===== src/mah_pkg.sv =====
// Functional notes
// Converter pulls the completion flag low when each conversion finishes.
// Sample strobe low with device select low starts sampling and conversion.
// Read strobe and device select both low put the result on the bus.
// Converter ignores both strobes while device select is high.
// Channel lines captured on sample strobe falling edge; host holds them valid.
// Four-input variant decodes two select bits; two-input variant uses one.
// Result is straight binary, zero at low reference, 1023 at top; the converter model puts the channel code in the lowest two bits.
// Result bus is ten bits, three-state, driven only during a qualified read; the converter model drives the inverse of the last result otherwise.
// Conversion ends about 360 ns typical, 466 ns at most after start.
// Successive conversions may start at 1.5 MHz or faster.
// Converter looks like one memory location driven by plain bus strobes.
// Conversion is self-timed; no clock goes to the converter.
// Each result comes from a coarse flash step then a fine step.
// Completion flag returns high after the rising edge of the read strobe.
// Host waits for the completion flag low before asserting read.
package mah_pkg;

  localparam int unsigned CLOCK_HZ         = 25000000;
  localparam int unsigned CONV_MAX_NS      = 466;
  localparam int unsigned SAMPLE_PERIOD_NS = 667;
  localparam int unsigned STROBE_MIN_NS    = 80;
  localparam int unsigned SETUP_MIN_NS     = 40;
  localparam int unsigned RESULT_WIDTH     = 10;
  localparam int unsigned CHANNELS_MAX     = 4;
  localparam int unsigned FIFO_DEPTH       = 32;
  localparam logic [9:0]  RESULT_MAX       = 10'h3FF;

  // Strobe and setup times round up to whole cycles, conversion rounds up plus one cycle; the sample period rounds down.
  localparam int unsigned CONV_CYCLES    = (CONV_MAX_NS * 25 + 999) / 1000 + 1;
  localparam int unsigned PERIOD_CYCLES  = (SAMPLE_PERIOD_NS * 25) / 1000;
  localparam int unsigned STROBE_CYCLES  = (STROBE_MIN_NS * 25 + 999) / 1000;
  localparam int unsigned SETUP_CYCLES   = (SETUP_MIN_NS * 25 + 999) / 1000;

  typedef enum logic [2:0] {
    MAH_IDLE   = 3'b000,
    MAH_SETUP  = 3'b001,
    MAH_SAMPLE = 3'b010,
    MAH_WAIT   = 3'b011,
    MAH_READ   = 3'b100,
    MAH_FINISH = 3'b101
  } mah_state_type;

endpackage : mah_pkg


===== src/mah_stream_if.sv =====
`timescale 1ns/1ps
interface mah_stream_if #(
  parameter int unsigned WIDTH = 12
);
  logic             valid;
  logic             ready;
  logic [WIDTH-1:0] data;

  modport source (output valid, output data, input ready);
  modport sink   (input valid, input data, output ready);
endinterface : mah_stream_if


===== src/mah_fifo.sv =====
`timescale 1ns/1ps
module mah_fifo #(
  parameter int unsigned WIDTH = 12,
  parameter int unsigned DEPTH = 32
) (
  input  wire logic      clock_in,
  input  wire logic      rstn_in,
  mah_stream_if.sink     wr,
  mah_stream_if.source   rd
);
  localparam int unsigned AW = $clog2(DEPTH);

  initial begin
    if (DEPTH < 2 || (1 << AW) != DEPTH) begin
      $error("FIFO depth must be a power of two of at least 2.");
    end
  end

  logic [WIDTH-1:0] mem_reg [DEPTH];
  logic [AW:0]      wptr_reg;
  logic [AW:0]      rptr_reg;
  logic             full;
  logic             empty;
  logic             do_wr;
  logic             do_rd;

  assign full     = (wptr_reg[AW] != rptr_reg[AW]) && (wptr_reg[AW-1:0] == rptr_reg[AW-1:0]);
  assign empty    = (wptr_reg == rptr_reg);
  assign wr.ready = !full;
  assign rd.valid = !empty;
  assign rd.data  = mem_reg[rptr_reg[AW-1:0]];
  assign do_wr    = wr.valid && !full;
  assign do_rd    = rd.ready && !empty;

  always_ff @(posedge clock_in) begin
    if (do_wr) begin
      mem_reg[wptr_reg[AW-1:0]] <= wr.data;
    end
  end

  always_ff @(posedge clock_in or negedge rstn_in) begin
    if (!rstn_in) begin
      wptr_reg <= '0;
      rptr_reg <= '0;
    end else begin
      if (do_wr) begin
        wptr_reg <= wptr_reg + 1'b1;
      end
      if (do_rd) begin
        rptr_reg <= rptr_reg + 1'b1;
      end
    end
  end

endmodule : mah_fifo


===== src/mah_host.sv =====
`timescale 1ns/1ps
module mah_host #(
  parameter int unsigned CHANNELS    = 4,
  parameter int unsigned FIFO_DEPTH  = mah_pkg::FIFO_DEPTH,
  parameter int unsigned TIMEOUT_CYC = 64
) (
  input  wire logic       clock_in,
  input  wire logic       rstn_in,
  input  wire logic       start_in,
  input  wire logic       continuous_in,
  input  wire logic [1:0] channel_in,
  output logic            busy_out,
  output logic            timeout_out,
  output logic            sample_valid_out,
  input  wire logic       sample_ready_in,
  output logic [1:0]      sample_channel_out,
  output logic [9:0]      sample_data_out,
  output logic            select_n_out,
  output logic            sample_n_out,
  output logic            read_n_out,
  output logic            channel_select_lsb_out,
  output logic            channel_select_msb_out,
  input  wire logic       done_n_in,
  input  wire logic [9:0] result_bus_in
);

  initial begin
    if (CHANNELS != 2 && CHANNELS != mah_pkg::CHANNELS_MAX) begin
      $error("CHANNELS must be 2 or 4.");
    end
    if (TIMEOUT_CYC <= mah_pkg::CONV_CYCLES || TIMEOUT_CYC > 255) begin
      $error("TIMEOUT_CYC must exceed the conversion time and fit eight bits.");
    end
  end

  ////////////////////////////////////////////////////////////////////////////////
  // Reset release and pin synchronisers.

  logic [1:0]  rst_sync_reg;
  logic        rst_n;
  logic [1:0]  done_sync_reg;
  logic [9:0]  bus_s1_reg;
  logic [9:0]  bus_s2_reg;
  logic        done_n;

  always_ff @(posedge clock_in or negedge rstn_in) begin
    if (!rstn_in) begin
      rst_sync_reg <= 2'h0;
    end else begin
      rst_sync_reg <= {rst_sync_reg[0], 1'b1};
    end
  end
  assign rst_n = rst_sync_reg[1];

  always_ff @(posedge clock_in or negedge rst_n) begin
    if (!rst_n) begin
      done_sync_reg <= 2'h3;
      bus_s1_reg    <= 10'h000;
      bus_s2_reg    <= 10'h000;
    end else begin
      done_sync_reg <= {done_sync_reg[0], done_n_in};
      bus_s1_reg    <= result_bus_in;
      bus_s2_reg    <= bus_s1_reg;
    end
  end
  assign done_n = done_sync_reg[1];

  ////////////////////////////////////////////////////////////////////////////////
  // Sequencer driving the converter's strobes.

  mah_pkg::mah_state_type state_reg;
  mah_pkg::mah_state_type state_next;
  logic [7:0]             cnt_reg;
  logic [7:0]             cnt_next;
  logic [7:0]             period_reg;
  logic [1:0]             chan_reg;
  logic [9:0]             data_reg;
  logic                   timeout_reg;
  logic                   pending_reg;
  logic                   push;
  logic                   room;
  logic [1:0]             chan_pick;

  mah_stream_if #(.WIDTH(12)) fill_if ();
  mah_stream_if #(.WIDTH(12)) drain_if ();

  assign room = fill_if.ready;

  // Keeps the channel code legal for the fitted variant.
  function automatic logic [1:0] legal_chan(input logic [1:0] c);
    legal_chan = (CHANNELS == 2) ? {1'b0, c[0]} : c;
  endfunction : legal_chan

  assign chan_pick = legal_chan(channel_in);

  always_comb begin
    state_next = state_reg;
    cnt_next   = cnt_reg + 8'h01;
    push       = 1'b0;
    unique case (state_reg)
      mah_pkg::MAH_IDLE: begin
        cnt_next = 8'h00;
        if ((pending_reg || start_in) && room &&
            period_reg >= 8'(mah_pkg::PERIOD_CYCLES)) begin
          state_next = mah_pkg::MAH_SETUP;
        end
      end
      mah_pkg::MAH_SETUP: begin
        if (cnt_reg + 8'h01 >= 8'(mah_pkg::SETUP_CYCLES)) begin
          state_next = mah_pkg::MAH_SAMPLE;
          cnt_next   = 8'h00;
        end
      end
      mah_pkg::MAH_SAMPLE: begin
        if (cnt_reg + 8'h01 >= 8'(mah_pkg::STROBE_CYCLES)) begin
          state_next = mah_pkg::MAH_WAIT;
          cnt_next   = 8'h00;
        end
      end
      mah_pkg::MAH_WAIT: begin
        if (!done_n) begin
          state_next = mah_pkg::MAH_READ;
          cnt_next   = 8'h00;
        end else if (cnt_reg + 8'h01 >= 8'(TIMEOUT_CYC)) begin
          state_next = mah_pkg::MAH_FINISH;
          cnt_next   = 8'h00;
        end
      end
      mah_pkg::MAH_READ: begin
        // Strobe minimum plus two sync stages before the bus is trusted.
        if (cnt_reg + 8'h01 >= 8'(mah_pkg::STROBE_CYCLES + 2)) begin
          state_next = mah_pkg::MAH_FINISH;
          cnt_next   = 8'h00;
          push       = 1'b1;
        end
      end
      mah_pkg::MAH_FINISH: begin
        state_next = mah_pkg::MAH_IDLE;
      end
      default: begin
        state_next = mah_pkg::MAH_IDLE;
      end
    endcase
  end

  always_ff @(posedge clock_in or negedge rst_n) begin
    if (!rst_n) begin
      state_reg <= mah_pkg::MAH_IDLE;
      cnt_reg   <= 8'h00;
    end else begin
      state_reg <= state_next;
      cnt_reg   <= cnt_next;
    end
  end

  // Cycles since the last sample strobe, saturating.
  always_ff @(posedge clock_in or negedge rst_n) begin
    if (!rst_n) begin
      period_reg <= 8'hFF;
    end else if (state_reg == mah_pkg::MAH_SAMPLE && cnt_reg == 8'h00) begin
      period_reg <= 8'h01;
    end else if (period_reg != 8'hFF) begin
      period_reg <= period_reg + 8'h01;
    end
  end

  always_ff @(posedge clock_in or negedge rst_n) begin
    if (!rst_n) begin
      chan_reg    <= 2'h0;
      pending_reg <= 1'b0;
    end else if (state_reg == mah_pkg::MAH_IDLE && state_next == mah_pkg::MAH_SETUP) begin
      chan_reg    <= legal_chan(channel_in);
      pending_reg <= continuous_in;
    end else if (state_reg == mah_pkg::MAH_IDLE && !continuous_in) begin
      pending_reg <= 1'b0;
    end
  end

  always_ff @(posedge clock_in or negedge rst_n) begin
    if (!rst_n) begin
      timeout_reg <= 1'b0;
    end else if (state_reg == mah_pkg::MAH_WAIT && state_next == mah_pkg::MAH_FINISH) begin
      timeout_reg <= 1'b1;
    end else if (state_reg == mah_pkg::MAH_SETUP) begin
      timeout_reg <= 1'b0;
    end
  end

  always_ff @(posedge clock_in or negedge rst_n) begin
    if (!rst_n) begin
      data_reg <= 10'h000;
    end else if (push) begin
      data_reg <= bus_s2_reg;
    end
  end

  ////////////////////////////////////////////////////////////////////////////////
  // Pin drivers, all from flip-flops.

  always_ff @(posedge clock_in or negedge rst_n) begin
    if (!rst_n) begin
      select_n_out           <= 1'b1;
      sample_n_out           <= 1'b1;
      read_n_out             <= 1'b1;
      channel_select_lsb_out <= 1'b0;
      channel_select_msb_out <= 1'b0;
    end else begin
      // Device select frames only the strobes, so the converter ignores the bus otherwise.
      select_n_out <= !(state_next == mah_pkg::MAH_SAMPLE ||
                        state_next == mah_pkg::MAH_READ);
      sample_n_out <= !(state_next == mah_pkg::MAH_SAMPLE);
      read_n_out   <= !(state_next == mah_pkg::MAH_READ);
      if (state_next == mah_pkg::MAH_SETUP) begin
        channel_select_lsb_out <= chan_pick[0];
        channel_select_msb_out <= chan_pick[1];
      end
    end
  end

  ////////////////////////////////////////////////////////////////////////////////
  // Result buffer.

  logic push_reg;
  always_ff @(posedge clock_in or negedge rst_n) begin
    if (!rst_n) begin
      push_reg <= 1'b0;
    end else begin
      push_reg <= push;
    end
  end

  assign fill_if.valid   = push_reg;
  assign fill_if.data    = {chan_reg, data_reg};
  assign drain_if.ready  = sample_ready_in;

  mah_fifo #(.WIDTH(12), .DEPTH(FIFO_DEPTH)) u_fifo (
    .clock_in (clock_in),
    .rstn_in  (rst_n),
    .wr       (fill_if.sink),
    .rd       (drain_if.source)
  );

  assign sample_valid_out   = drain_if.valid;
  assign sample_channel_out = drain_if.data[11:10];
  assign sample_data_out    = drain_if.data[9:0];
  assign busy_out           = (state_reg != mah_pkg::MAH_IDLE);
  assign timeout_out        = timeout_reg;

endmodule : mah_host


===== config.mk =====
export PLATFORM = sky130hd
export DESIGN_NAME = mah_host
export DESIGN_NICKNAME = d
export VERILOG_FILES = /design/src/mah_pkg.sv /design/src/mah_stream_if.sv /design/src/mah_fifo.sv /design/src/mah_host.sv
export SDC_FILE = /design/constraint.sdc
export NUM_CORES = 1
export LEC_CHECK = 0
export ABC_AREA = 1
export BUFFER_PORTS_ARGS = -buffer_cell sky130_fd_sc_hd__buf_2
export CORE_AREA = 2 2 183 185
export DETAILED_ROUTE_END_ITERATION = 8
export DIE_AREA = 0 0 185 187
export GPL_TIMING_DRIVEN = 1
export PLACE_DENSITY = 0.83
export SLEW_MARGIN = 40
export SYNTH_ARGS = -nofsm -noshare
export SYNTH_HDL_FRONTEND = slang
export SYNTH_HIERARCHICAL = 1
export SYNTH_SLANG_ARGS = --single-unit

===== constraint.sdc =====
create_clock -name clock_in -period 3.1 [get_ports clock_in]
set_clock_uncertainty 0.2 [all_clocks]
set_input_delay 0.62 -clock clock_in [delete_from_list [all_inputs] [get_ports clock_in]]
set_output_delay 0.62 -clock clock_in [all_outputs]
set_load 0.05 [all_outputs]

# Word level (Yosys, flattened, before mapping)
# Memory sizes are Yosys's and may differ from the RTL's.
# Index checks and enable logic that the tools add are counted.
word_totals:
  ff_bits: 75
  mem_bits_rw: 384
  in_bits: 18
  out_inout_bits: 20
  elab_cells: 87
  mem_count: 1
memory_table:
  columns: ["name", "depth", "word_bits", "rd", "rd_clocked_by_memory_dff", "write_ports", "line", "rtl"]
  rows:
  - ["u_fifo.mem_reg", 32, 12, 1, 0, 1, "mah_fifo.sv:19", "logic [WIDTH-1:0] mem_reg [DEPTH];"]
classes:
  addsub: 4
  order_cmp: 5
  n_eq_ne: 12
  mux: 23
  reduce_logical: 23
op_table:
  columns: ["op", "n"]
  rows:
  - ["$mux W8", 7]
  - ["$pmux W8 S5", 1]
  - ["$mux W3", 6]
  - ["$add A8 B1 Y8 const B", 2]
  - ["$pmux W3 S5", 1]
  - ["$add A6 B1 Y6 const B", 2]
  - ["$eq A3 B2 Y1 const B", 3]
  - ["$eq A3 B3 Y1 const B", 3]
  - ["$logic_and A1 B1 Y1", 9]
  - ["$ge A8 B1 Y1 const B", 1]
  - ["$ge A8 B2 Y1 const B", 1]
  - ["$ge A8 B3 Y1 const B", 1]
  - ["$ge A8 B5 Y1 const B", 1]
  - ["$ge A8 B7 Y1 const B", 1]
  - ["$logic_not A8 Y1", 1]
  - ["$mux W1", 8]
  - ["$ne A8 B8 Y1 const B", 1]
  - ["$eq A3 B1 Y1 const B", 2]
  - ["$eq A6 B6 Y1", 1]
  - ["$logic_not A1 Y1", 6]
  - ["$reduce_bool A2 Y1", 3]
  - ["$eq A5 B5 Y1", 1]
  - ["$logic_not A3 Y1", 1]
  - ["$reduce_bool A3 Y1", 1]
  - ["2 further kinds", 3]

# Logic depth before layout (Yosys ltp)
# Gate-level depths: netlist of run 1.
depth:
  ltp_word: 10
  mapped_depth: 13
  ltp_nobuf: 13

# Cells and area by module
# Netlist of run 1, hierarchy kept.
by_module_without_submodules:
  columns: ["module", "instances", "cells_per_inst", "area_each_um2", "seq_area_each_um2"]
  rows:
  - ["mah_fifo", 1, 1473, 16639.7, 11831.3]
  - ["mah_host", 1, 259, 2651.3, 1592.8]

# Least setup slack after synthesis of run 1
# OpenSTA, ideal clock, no wires.
synth_timing:
  path_kind: "register to output"
  from: "register u_fifo.rptr_reg[0]"
  to: "output port sample_data_out[7]"
  arrival_time_ns: 1.646
  required_ns: 2.280
  slack_ns: 0.634
  stages_incl_launch_ff: 13
  n_path_buf: 3
  path_cell_list: "dfrtp_1 buf_2 inv_1 buf_4 buf_2 nand2_1 nand3_1 nand3_1 nand2_1 nand2_1 nand2_1 nand2_1 nand2_1"
synth_via:
  elab_chain_cells: 1
synth_lines:
  columns: ["element", "line", "rtl"]
  rows:
  - ["start, declared", "mah_fifo.sv:21", "logic [AW:0] rptr_reg;"]
  - ["start signal, assigned", "mah_fifo.sv:50", "rptr_reg <= rptr_reg + 1'b1;"]
  - ["$mem_v2 Z32 W12", null, null]
  - ["end, declared", "mah_host.sv:17", "output logic [9:0] sample_data_out,"]
# Every way passes these cells.

# Worst setup path after layout of run 1
# Ends and elaborated chain as after synthesis.

==> metrics, run 1 <==
Cell Int Power=14100 µW; Fin. Hold Viols=0; Mapped Nets=1761; Ys Warns=6; Net Switching=9290 µW; Post-synth EDFFs=384; Util after Layout=0.708; number of flip-flops under the largest register name=384; Clk Tree Root Cell=clkbuf_16; logic gate share of total power=0.439; Crit-path slowest cell=dfrtp_4; DR pass1 iterations=7; top post-synthesis cells by count=nand2_1, edfxtp_1, nand3_1; Pwr Density=1010 nW/µm²; largest net degree at the start of global routing=47; first-pass GRT wire length=75200 µm; Worst Max-Slew Pin Slew=879 ps; routed vias/inst=6.22; TritonCTS Buffers=46; via count=14400; row cnt=67; starting density of the core=0.587; IO buf count=37; Setup WS post-layout=-202 ps; RR Endpoint=u_fifo/mem_reg[0][5]$_DFFE_PP_; Hold Path Class=flip-flop to asynchronous set/reset pin; Tot Pwr=23400 µW; drt drc=0; final wirelength=53100 µm; total grt overflow=0; worst-skew pair later-pin latency=540 ps; Tcrit/Tclk final=1.07; GR Util met1=0.354; post-route insts no fill=2307; met2 GRT Util=0.469; Post-DP Area=20000 µm²; Max-Slew Margin vs Limit=0.414; Post-Synthesis Cells=1732; synth top area cells=edfxtp_1, nand2_1, nand3_1; I/O pins=38; gpl congestion=0.857; Post-Place Cells=2172; arrival time at the worst endpoint=2480 ps; initial antenna violation count=0; cell with the most instances after synthesis=nand2_1; Bufs on Longest Clock Path=3; Post-DRT Antenna Nets=0; vias in the first global route=14000; share of synthesized flip-flops with an asynchronous set or reset=0.163; Post-Syn Area=19300 µm²; Die Span X=185 µm; met3 usage=0.0609; R2R depth=10; Final setup viols=13; Final HPWL DP=26300 µm; total track usage=0.285; RSZ-0062 raised after global routing=true; Synth cell types=43; R2R setup slack=150 ps; final instance area=23300 µm²; Top FF cell, synth=edfxtp_1; Reg clk slew, reported paths=60 ps; Setup CP Type=flip-flop to output pin; sw frac=0.396; area share of the largest cell type after synthesis=0.598; outcome=finished, violations left; CP Capture Type=output pin; most frequent CP cell=nand2_1; Die Height=187 µm; TritonCTS clock tree=done; maximum VDD drop=0.866 mV; worst r2r src=u_fifo/rptr_reg[0]$_DFFE_PN0P_; Yosys reg bits=459; static leakage=0.00897 µW; Layout Nets=1851; CP Cell Sequence=buf_12 -> clkinv_16 -> buf_12 -> clkbuf_16 -> nand2_1 -> nand3_1 -> nand3_1 -> nand2_1 -> nand2_1 -> nand2_1 -> nand2_1 -> nand2_2 -> buf_8; Top Usage Layer GRT=met2; ant diodes=0; Seq pwr share=0.329; failing checks=negative setup slack; average size of a mapped cell=11.1 µm²; Worst path max stage delay=500 ps; clock group share of total power=0.232; routed len/inst=23.0 µm; Max Cap Viol=0; worst-path fanout max=7; core area=32900 µm²; Die ar.=34600 µm²; Tmin final=3300 ps; worst path required time=2280 ps; post-synth top area cell=edfxtp_1; sequential share of the synthesized area=0.696; drt initial violations=2004; area delta synth->final=20.5%; Startpoint Class=flip-flop; FMAX=303 MHz; layout cells sized above 1=0.224; H-Tree Depth=2; final count of pins violating max slew=0; clock sinks=459
[final cells by class]
cell class | instances | area, µm²
clock buffers | 67 | 1330
clock inverters | 18 | 163
fillers | 1936 | 9610
inverters | 51 | 223
multi-input cells | 1127 | 5710
flip-flops and latches | 459 | 13400
well taps | 448 | 561
repair buffers | 135 | 1780
repair inverters | 2 | 46.3
[per-layer routing]
metal | part of all wire | routed length, µm
met4 | 0.066 | 3510
met3 | 0.12 | 6490
met5 | 0 | 0
met1 | 0.33 | 17400
met2 | 0.48 | 25700
[worst max-delay path: cells and delay by family, from the launching register on]
family        cells  cell delay [ps]
flops             1              500
simple gates      8              740
buf+inv           5              700
[timing repair]
action | in CTS | in global routing
endpoints found under the setup margin | 12 | 13
hold buffers | 12 | 0
resized for setup | 96 | 142
endpoints found under the hold margin | 13 | 0
pin swaps | 12 | 73
gates cloned | 12 | 13
setup buffers | 11 | 3
[logic make-up after synthesis]
logic type | synth area share
adder cells (fa/ha/maj) | 0.00713
AO/OA/AOI/OAI | 0.00837
multiplexers | 0.00117
XOR/XNOR | 0.00590
other | 0.000194
AND/OR/NAND/NOR | 0.244
flip-flops | 0.696
buffers and inverters | 0.0369
[per-stage QoR]
stage / hold slack [ps] / TNS (ps) / setup slack (ps)
6_report: 45.3 / -1600 / -202
5_1_grt: 84.2 / -2350 / -245
4_1_cts: 59.7 / -671 / -79.8
3_5_place_dp: 53.1 / 0 / 286
3_3_place_gp: 136 / 0 / 284
2_1_floorplan: 124 / 0 / 634
[worst max-delay path by stage]
stage                                              start                              end  slack [ps]  depth (start not counted)
after floorplan           u_fifo/rptr_reg[0]$_DFFE_PN0P_               sample_data_out[7]         630                         12
after global placement    u_fifo/rptr_reg[0]$_DFFE_PN0P_  u_fifo/mem_reg[23][4]$_DFFE_PP_         280                          6
after detailed placement  u_fifo/rptr_reg[0]$_DFFE_PN0P_               sample_data_out[1]         290                         12
after CTS                 u_fifo/rptr_reg[0]$_DFFE_PN0P_               sample_data_out[6]         -80                         13
after global routing      u_fifo/rptr_reg[0]$_DFFE_PN0P_               sample_data_out[0]        -250                         13
final                     u_fifo/rptr_reg[0]$_DFFE_PN0P_               sample_data_out[7]        -200                         13
[cell usage in the layout, fill, tap and decap left out, drive strengths merged]
| cell type | synthesis | final |
|---|---|---|
| nand2 | 672 | 672 |
| edfxtp | 384 | 384 |
| nand3 | 323 | 323 |
| buf | 73 | 111 |
| clkbuf | 22 | 78 |
| dfrtp | 62 | 62 |
| nor2 | 58 | 58 |
| inv | 50 | 49 |
| clkinv | 1 | 19 |
| nor3 | 13 | 13 |
| dfstp | 13 | 13 |
| dlygate4sd3 | 0 | 12 |
| xor2 | 11 | 11 |
| ha | 11 | 11 |
| o21ai | 9 | 9 |
| a21oi | 8 | 8 |
| nand4 | 8 | 8 |
| a31oi | 3 | 3 |
| bufinv | 0 | 3 |
| xnor2 | 2 | 2 |
| nor4 | 2 | 2 |
| mux2 | 2 | 2 |
| a21boi | 1 | 1 |
| o2111ai | 1 | 1 |
| a211oi | 1 | 1 |
| or2 | 1 | 1 |
| bufbuf | 0 | 1 |
| conb | 1 | 1 |
[power by group through the flow]
stage / logic [µW] / clock network (µW) / registers [µW]
after global placement: 6670 / 0 / 7820
after CTS: 8590 / 5450 / 7680
after floorplan: 4930 / 0 / 7780
after global routing: 10800 / 5740 / 7730
final: 10300 / 5450 / 7700
after detailed placement: 6910 / 0 / 7830
Note: power is estimated with default switching activity, not from simulation.
==> inputs of run 2 (changes only) <==
--- a/config.mk
+++ b/config.mk
@@ -12,7 +12,6 @@
 export DIE_AREA = 0 0 185 187
 export GPL_TIMING_DRIVEN = 1
 export PLACE_DENSITY = 0.83
-export SLEW_MARGIN = 40
 export SYNTH_ARGS = -nofsm -noshare
 export SYNTH_HDL_FRONTEND = slang
 export SYNTH_HIERARCHICAL = 1
==> constraint.sdc (replaced) <==
create_clock -name clock_in -period 3.1 [get_ports clock_in]
set_clock_uncertainty 0.2 [all_clocks]
set_input_delay 0.31 -clock clock_in [delete_from_list [all_inputs] [get_ports clock_in]]
set_output_delay 0.31 -clock clock_in [all_outputs]
set_load 0.05 [all_outputs]
==> metrics, run 2 (synthesis results as in run 1) <==
outcome=finished, violations left; failing checks=negative setup slack; clock sinks=459 (unchanged); ant diodes=0 (unchanged); number of flip-flops under the largest register name=384 (unchanged); Die ar.=34600 µm² (unchanged); worst path required time=2590 ps (+310 ps); final count of pins violating max slew=0 (unchanged); I/O pins=38 (unchanged); Max-Slew Margin vs Limit=0.130 (-0.284); maximum VDD drop=0.760 mV (-12%); total grt overflow=0 (unchanged); Layout Nets=1825 (-1.4%); IO buf count=37 (unchanged); first-pass GRT wire length=71600 µm (-4.8%); TritonCTS clock tree=done; gpl congestion=0.943 (+10%); Fin. Hold Viols=0 (unchanged); arrival time at the worst endpoint=2600 ps (+120 ps); routed len/inst=21.4 µm (-6.9%); Die Height=187 µm (unchanged); post-route insts no fill=2277 (-1.3%); Clk Tree Root Cell=clkbuf_16; starting density of the core=0.587 (unchanged); worst-skew pair later-pin latency=550 ps (about the same); fillers=2259 (+17%); row cnt=67 (unchanged); Final setup viols=1 (-12); H-Tree Depth=2 (unchanged); initial antenna violation count=0 (unchanged); Post-Place Cells=2170 (-0.092%); Reg clk slew, reported paths=60 ps (about the same); drt drc=0 (unchanged); Max Cap Viol=0 (unchanged); FMAX=321 MHz (+6.1%); largest net degree at the start of global routing=74 (+57%); Final HPWL DP=26100 µm (-0.75%); commonest non-fill, non-tap cell in the layout=nand2_1; Util after Layout=0.664 (-0.0432); core area=32900 µm² (unchanged); total track usage=0.271 (-0.0138); Bufs on Longest Clock Path=3 (unchanged); static leakage=0.00846 µW (-5.7%); Setup WS post-layout=-11.2 ps (+190 ps); area delta synth->final=13.2%; Hold Path Class=input port to flip-flop; Startpoint Class=flip-flop; layout cells sized above 1=0.125 (-0.0991); final wirelength=48800 µm (-8.1%); TritonCTS Buffers=44 (-4.3%); RSZ-0062 raised after global routing=true; Worst Max-Slew Pin Slew=1300 ps (+422 ps); routed vias/inst=6.02 (-3.2%); Tmin final=3110 ps (-190 ps); Tcrit/Tclk final=1.00 (-0.0614); most frequent cells in the layout=nand2_1, edfxtp_1, nand3_1; worst-path fanout max=33 (+26); Die Span X=185 µm (unchanged); Post-DRT Antenna Nets=0 (unchanged); via count=13700 (-4.5%); drt initial violations=1922 (-4.1%); CP Capture Type=output pin; Setup CP Type=flip-flop to output pin; vias in the first global route=13300 (-5.0%); DR pass1 iterations=6 (-1); Pwr Density=944 nW/µm² (-6.3%)
## run 2: report_power, final
| part | switching (µW) | internal, µW |
|---|---|---|
| logic | 5790 | 2340 |
| registers | 264 | 7250 |
| clock network | 2180 | 2790 |
| total | 8230 | 12400 |
## run 2: per-stage QoR
| stage | worst slack [ps] | setup TNS (ps) | instance area (µm²) | hold WS (ps) | total power (µW) |
|---|---|---|---|---|---|
| after floorplan | 679 | 0 | 19300 | -186 | 12700 |
| after global placement | 439 | 0 | 20000 | -106 | 14500 |
| after detailed placement | 381 | 0 | 20000 | -103 | 14800 |
| after CTS | 10.5 | 0 | 21600 | 118 | 20000 |
| after global routing | -62.5 | -169 | 21800 | 150 | 21500 |
| final | -11.2 | -11.2 | 21800 | 134 | 20600 |
## run 2: final timing paths
check / startpoint / endpoint / slack [ps] / cells past startpoint
worst max-delay path: u_fifo/rptr_reg[0]$_DFFE_PN0P_ / sample_data_out[1] / -10 / 10
worst min-delay path: start_in / pending_reg$_DFFE_PN0P_ / 130 / 3
worst max register to register: u_fifo/wptr_reg[3]$_DFFE_PN0P_ / u_fifo/mem_reg[19][9]$_DFFE_PP_ / 230 / 7
worst min register to register: bus_s1_reg[6]$_DFF_PN0_ / bus_s2_reg[6]$_DFF_PN0_ / 150 / 0
max in group asynchronous: rst_sync_reg[1]$_DFF_PN0_ / u_fifo/rptr_reg[0]$_DFFE_PN0P_ / 1720 / 0
min in group asynchronous: rst_sync_reg[1]$_DFF_PN0_ / state_reg[2]$_DFF_PN0_ / 280 / 0
## run 2: worst max-delay path: stages, from the launching register on
cell     delay (ps)
dfrtp_4         580
buf_6           330
nand2_1         110
nand3_1         110
nand3_1         160
nand2_1         120
nand2_1          50
nand2_1          70
nand2_1          80
nand2_1         150
buf_2           280
## run 2: final cells by class
cell class              instances  area (µm²)  share of cell area
flip-flops and latches        459       13400               0.615
multi-input cells            1127        5150               0.236
clock buffers                  57        1190              0.0546
repair buffers                113        1140              0.0523
well taps                     448         561              0.0257
inverters                      51         211             0.00969
clock inverters                22         135             0.00619
## run 2: per-layer routing
metal | track usage | vias to the layer above | routed length [µm]
met2 | 0.460 | 891 | 24200
met5 | 0 | - | 0
met1 | 0.344 | 6604 | 17300
met3 | 0.0485 | 194 | 4840
li1 | - | 6025 | -
met4 | 0.112 | 0 | 2420
## run 2: what timing repair did
item	CTS	global route
hold buffers	17	0
setup endpoints to repair	12	12
setup buffers	0	0
resized for setup	6	15
endpoints found under the hold margin	24	0
gates cloned	3	8
==> inputs of run 3 (changes only) <==
--- a/config.mk
+++ b/config.mk
@@ -7,11 +7,11 @@
 export LEC_CHECK = 0
 export ABC_AREA = 1
 export BUFFER_PORTS_ARGS = -buffer_cell sky130_fd_sc_hd__buf_2
-export CORE_AREA = 2 2 183 185
+export CORE_AREA = 2 2 293 295
 export DETAILED_ROUTE_END_ITERATION = 8
-export DIE_AREA = 0 0 185 187
+export DIE_AREA = 0 0 295 297
 export GPL_TIMING_DRIVEN = 1
-export PLACE_DENSITY = 0.83
+export PLACE_DENSITY_LB_ADDON = 0.1
 export SYNTH_ARGS = -nofsm -noshare
 export SYNTH_HDL_FRONTEND = slang
 export SYNTH_HIERARCHICAL = 1
==> metrics, run 3 (synthesis results as in run 1) <==
via count=12800 (-6.7%); total track usage=0.139 (-0.132); Clk Tree Root Cell=clkbuf_16; Reg clk slew, reported paths=60 ps (about the same); Post-DRT Antenna Nets=0 (unchanged); Hold Path Class=input port to flip-flop; area delta synth->final=22.7%; pre-CTS setup slack=367 ps (-13.7 ps); most frequent CP cell=nand2_1; delay-heaviest family, CP=simple AND/OR/NAND/NOR gates; outcome=finished, final reports clean; worst path required time=2590 ps (about the same); IO buf count=37 (unchanged); Die Span X=295 µm (+59%); routed len/inst=20.2 µm (-5.9%); row cnt=107 (+60%); most frequent cells in the layout=nand2_1, edfxtp_1, nand3_1; initial antenna violation count=3 (+3); static leakage=0.00883 µW (+4.5%); Final HPWL DP=34600 µm (+33%); final count of pins violating max slew=0 (unchanged); Bufs on Longest Clock Path=3 (unchanged); drt drc=0 (unchanged); Hold Worst Slack=67.3 ps (-66.5 ps); fillers=8745 (+290%); number of cells on the critical path=12 (+2); worst-path fanout max=16 (-52%); first-pass GRT wire length=89500 µm (+25%); Setup CP Type=flip-flop to output pin; Tot Pwr=23100 µW (+12%); clock sinks=459 (unchanged); Tcrit/Tclk final=0.962 (-0.0414); maximum VDD drop=1.16 mV (+53%); I/O pins=38 (unchanged); post-route insts no fill=3018 (+33%); Worst path max stage delay=500 ps (-80 ps); Fin. Hold Viols=0 (unchanged); CP Capture Type=output pin; FMAX=335 MHz (+4.3%); RSZ-0062 raised after global routing=true; Hold Path Stages=3 (unchanged); arrival time at the worst endpoint=2470 ps (-130 ps); R2R setup slack=390 ps (+160 ps); Worst Max-Slew Pin Slew=961 ps (-339 ps); Max Cap Viol=0 (unchanged); Crit-path slowest cell=dfrtp_4; H-Tree Depth=2 (unchanged); largest net degree at the start of global routing=68 (-8.1%); Pwr Density=976 nW/µm² (+3.4%); CP Cell Sequence=buf_12 -> clkinv_16 -> buf_16 -> nand2_1 -> nand3_1 -> nand3_1 -> nand2_1 -> nand2_1 -> nand2_1 -> nand2_1 -> nand2_2 -> buf_8; vias in the first global route=12900 (-3.1%); final wirelength=60900 µm (+25%); Die Height=297 µm (+59%); Post-Place Cells=2880 (+33%); layout cells sized above 1=0.174 (+0.0489); routed vias/inst=4.24 (-30%); TritonCTS Buffers=56 (+27%); worst r2r src=u_fifo/rptr_reg[1]$_DFFE_PN0P_; commonest non-fill, non-tap cell in the layout=nand2_1; Tmin final=2980 ps (-128 ps); worst-skew pair later-pin latency=610 ps (+60 ps); Die ar.=87600 µm² (+150%); DR pass1 iterations=5 (-1); drt initial violations=817 (-57%); Layout Nets=1857 (+1.8%); TritonCTS clock tree=done; total grt overflow=0 (unchanged); Startpoint Class=flip-flop; min-delay src=start_in; Max-Slew Margin vs Limit=0.359 (+0.229); Hold Path Sink=pending_reg$_DFFE_PN0P_; core area=84500 µm² (+160%); Setup WS post-layout=117 ps (+128 ps); starting density of the core=0.228 (-0.359); RR Endpoint=timeout_out$_DFFE_PN0P_; Buf/Inv on CP=4 (+2); gpl congestion=0.751 (-20%); R2R depth=11 (+4); number of flip-flops under the largest register name=384 (unchanged); Final setup viols=0 (-1)
run 3: cell types whose count changed in the layout (fill, tap and decap cells not counted), sizes merged:
cell,change
clkinvlp,-1
bufinv,-1
buf,+25
inv,-2
bufbuf,-1
clkbuf,+20
diode,+1
clkinv,+4
run 3: per-stage QoR:
stage / util / cell area (µm²) / setup TNS [ps]
floorplan: - / 19300 / 0
global placement: 0.249 / 21000 / 0
detailed placement: 0.249 / 21000 / 0
CTS: 0.278 / 23500 / -22.0
global route: 0.280 / 23700 / -45.4
finish: 0.280 / 23700 / 0
run 3: routing by layer:
layer / up-vias / share of wire / GRT usage
met5: - / 0.00011 / 0
met4: 2 / 0.020 / 0.0346
met3: 81 / 0.038 / 0.0217
met2: 221 / 0.46 / 0.218
met1: 6383 / 0.48 / 0.198
li1: 6109 / - / -
run 3: worst min-delay path, cell delays in order:
cell	delay [ps]
buf_2	90
o2111ai_1	240
a21oi_1	190
run 3: where the power goes:
group | switching (µW) | total (µW) | internal [µW]
combinational | 6460 | 9490 | 3030
sequential | 247 | 7500 | 7250
clock | 2660 | 6120 | 3460
total | 9370 | 23100 | 13700
run 3: layout make-up:
class / count / area, µm² / share of cell area
sequential: 459 / 13400 / 0.567
multi-input combinational: 1127 / 5400 / 0.228
clock buffer: 82 / 1540 / 0.0652
timing repair buffer: 132 / 1470 / 0.0620
tap: 1144 / 1430 / 0.0605
inverter: 51 / 221 / 0.00935
clock inverter: 21 / 160 / 0.00676
timing repair inverter: 1 / 16.3 / 0.000687
antenna: 1 / 2.50 / 0.000106
run 3: how the worst max path moves through the flow:
stage                                         from                      end  slack, ps
floorplan                rst_sync_reg[1]$_DFF_PN0_  bus_s1_reg[0]$_DFF_PN0_        680
finish              u_fifo/rptr_reg[0]$_DFFE_PN0P_       sample_data_out[2]        120
detailed placement  u_fifo/rptr_reg[0]$_DFFE_PN0P_       sample_data_out[3]        370
global route        u_fifo/rptr_reg[0]$_DFFE_PN0P_       sample_data_out[3]        -10
CTS                 u_fifo/rptr_reg[0]$_DFFE_PN0P_       sample_data_out[3]        -10
global placement    u_fifo/rptr_reg[0]$_DFFE_PN0P_       sample_data_out[3]        370
run 3: repair_timing:
action | in CTS | in global routing
gates cloned | 7 | 3
hold buffers | 17 | 0
setup buffers | 11 | 0
hold endpoints to repair | 24 | 0
resized for setup | 81 | 51
pin swaps | 10 | 26
setup endpoints to repair | 12 | 12
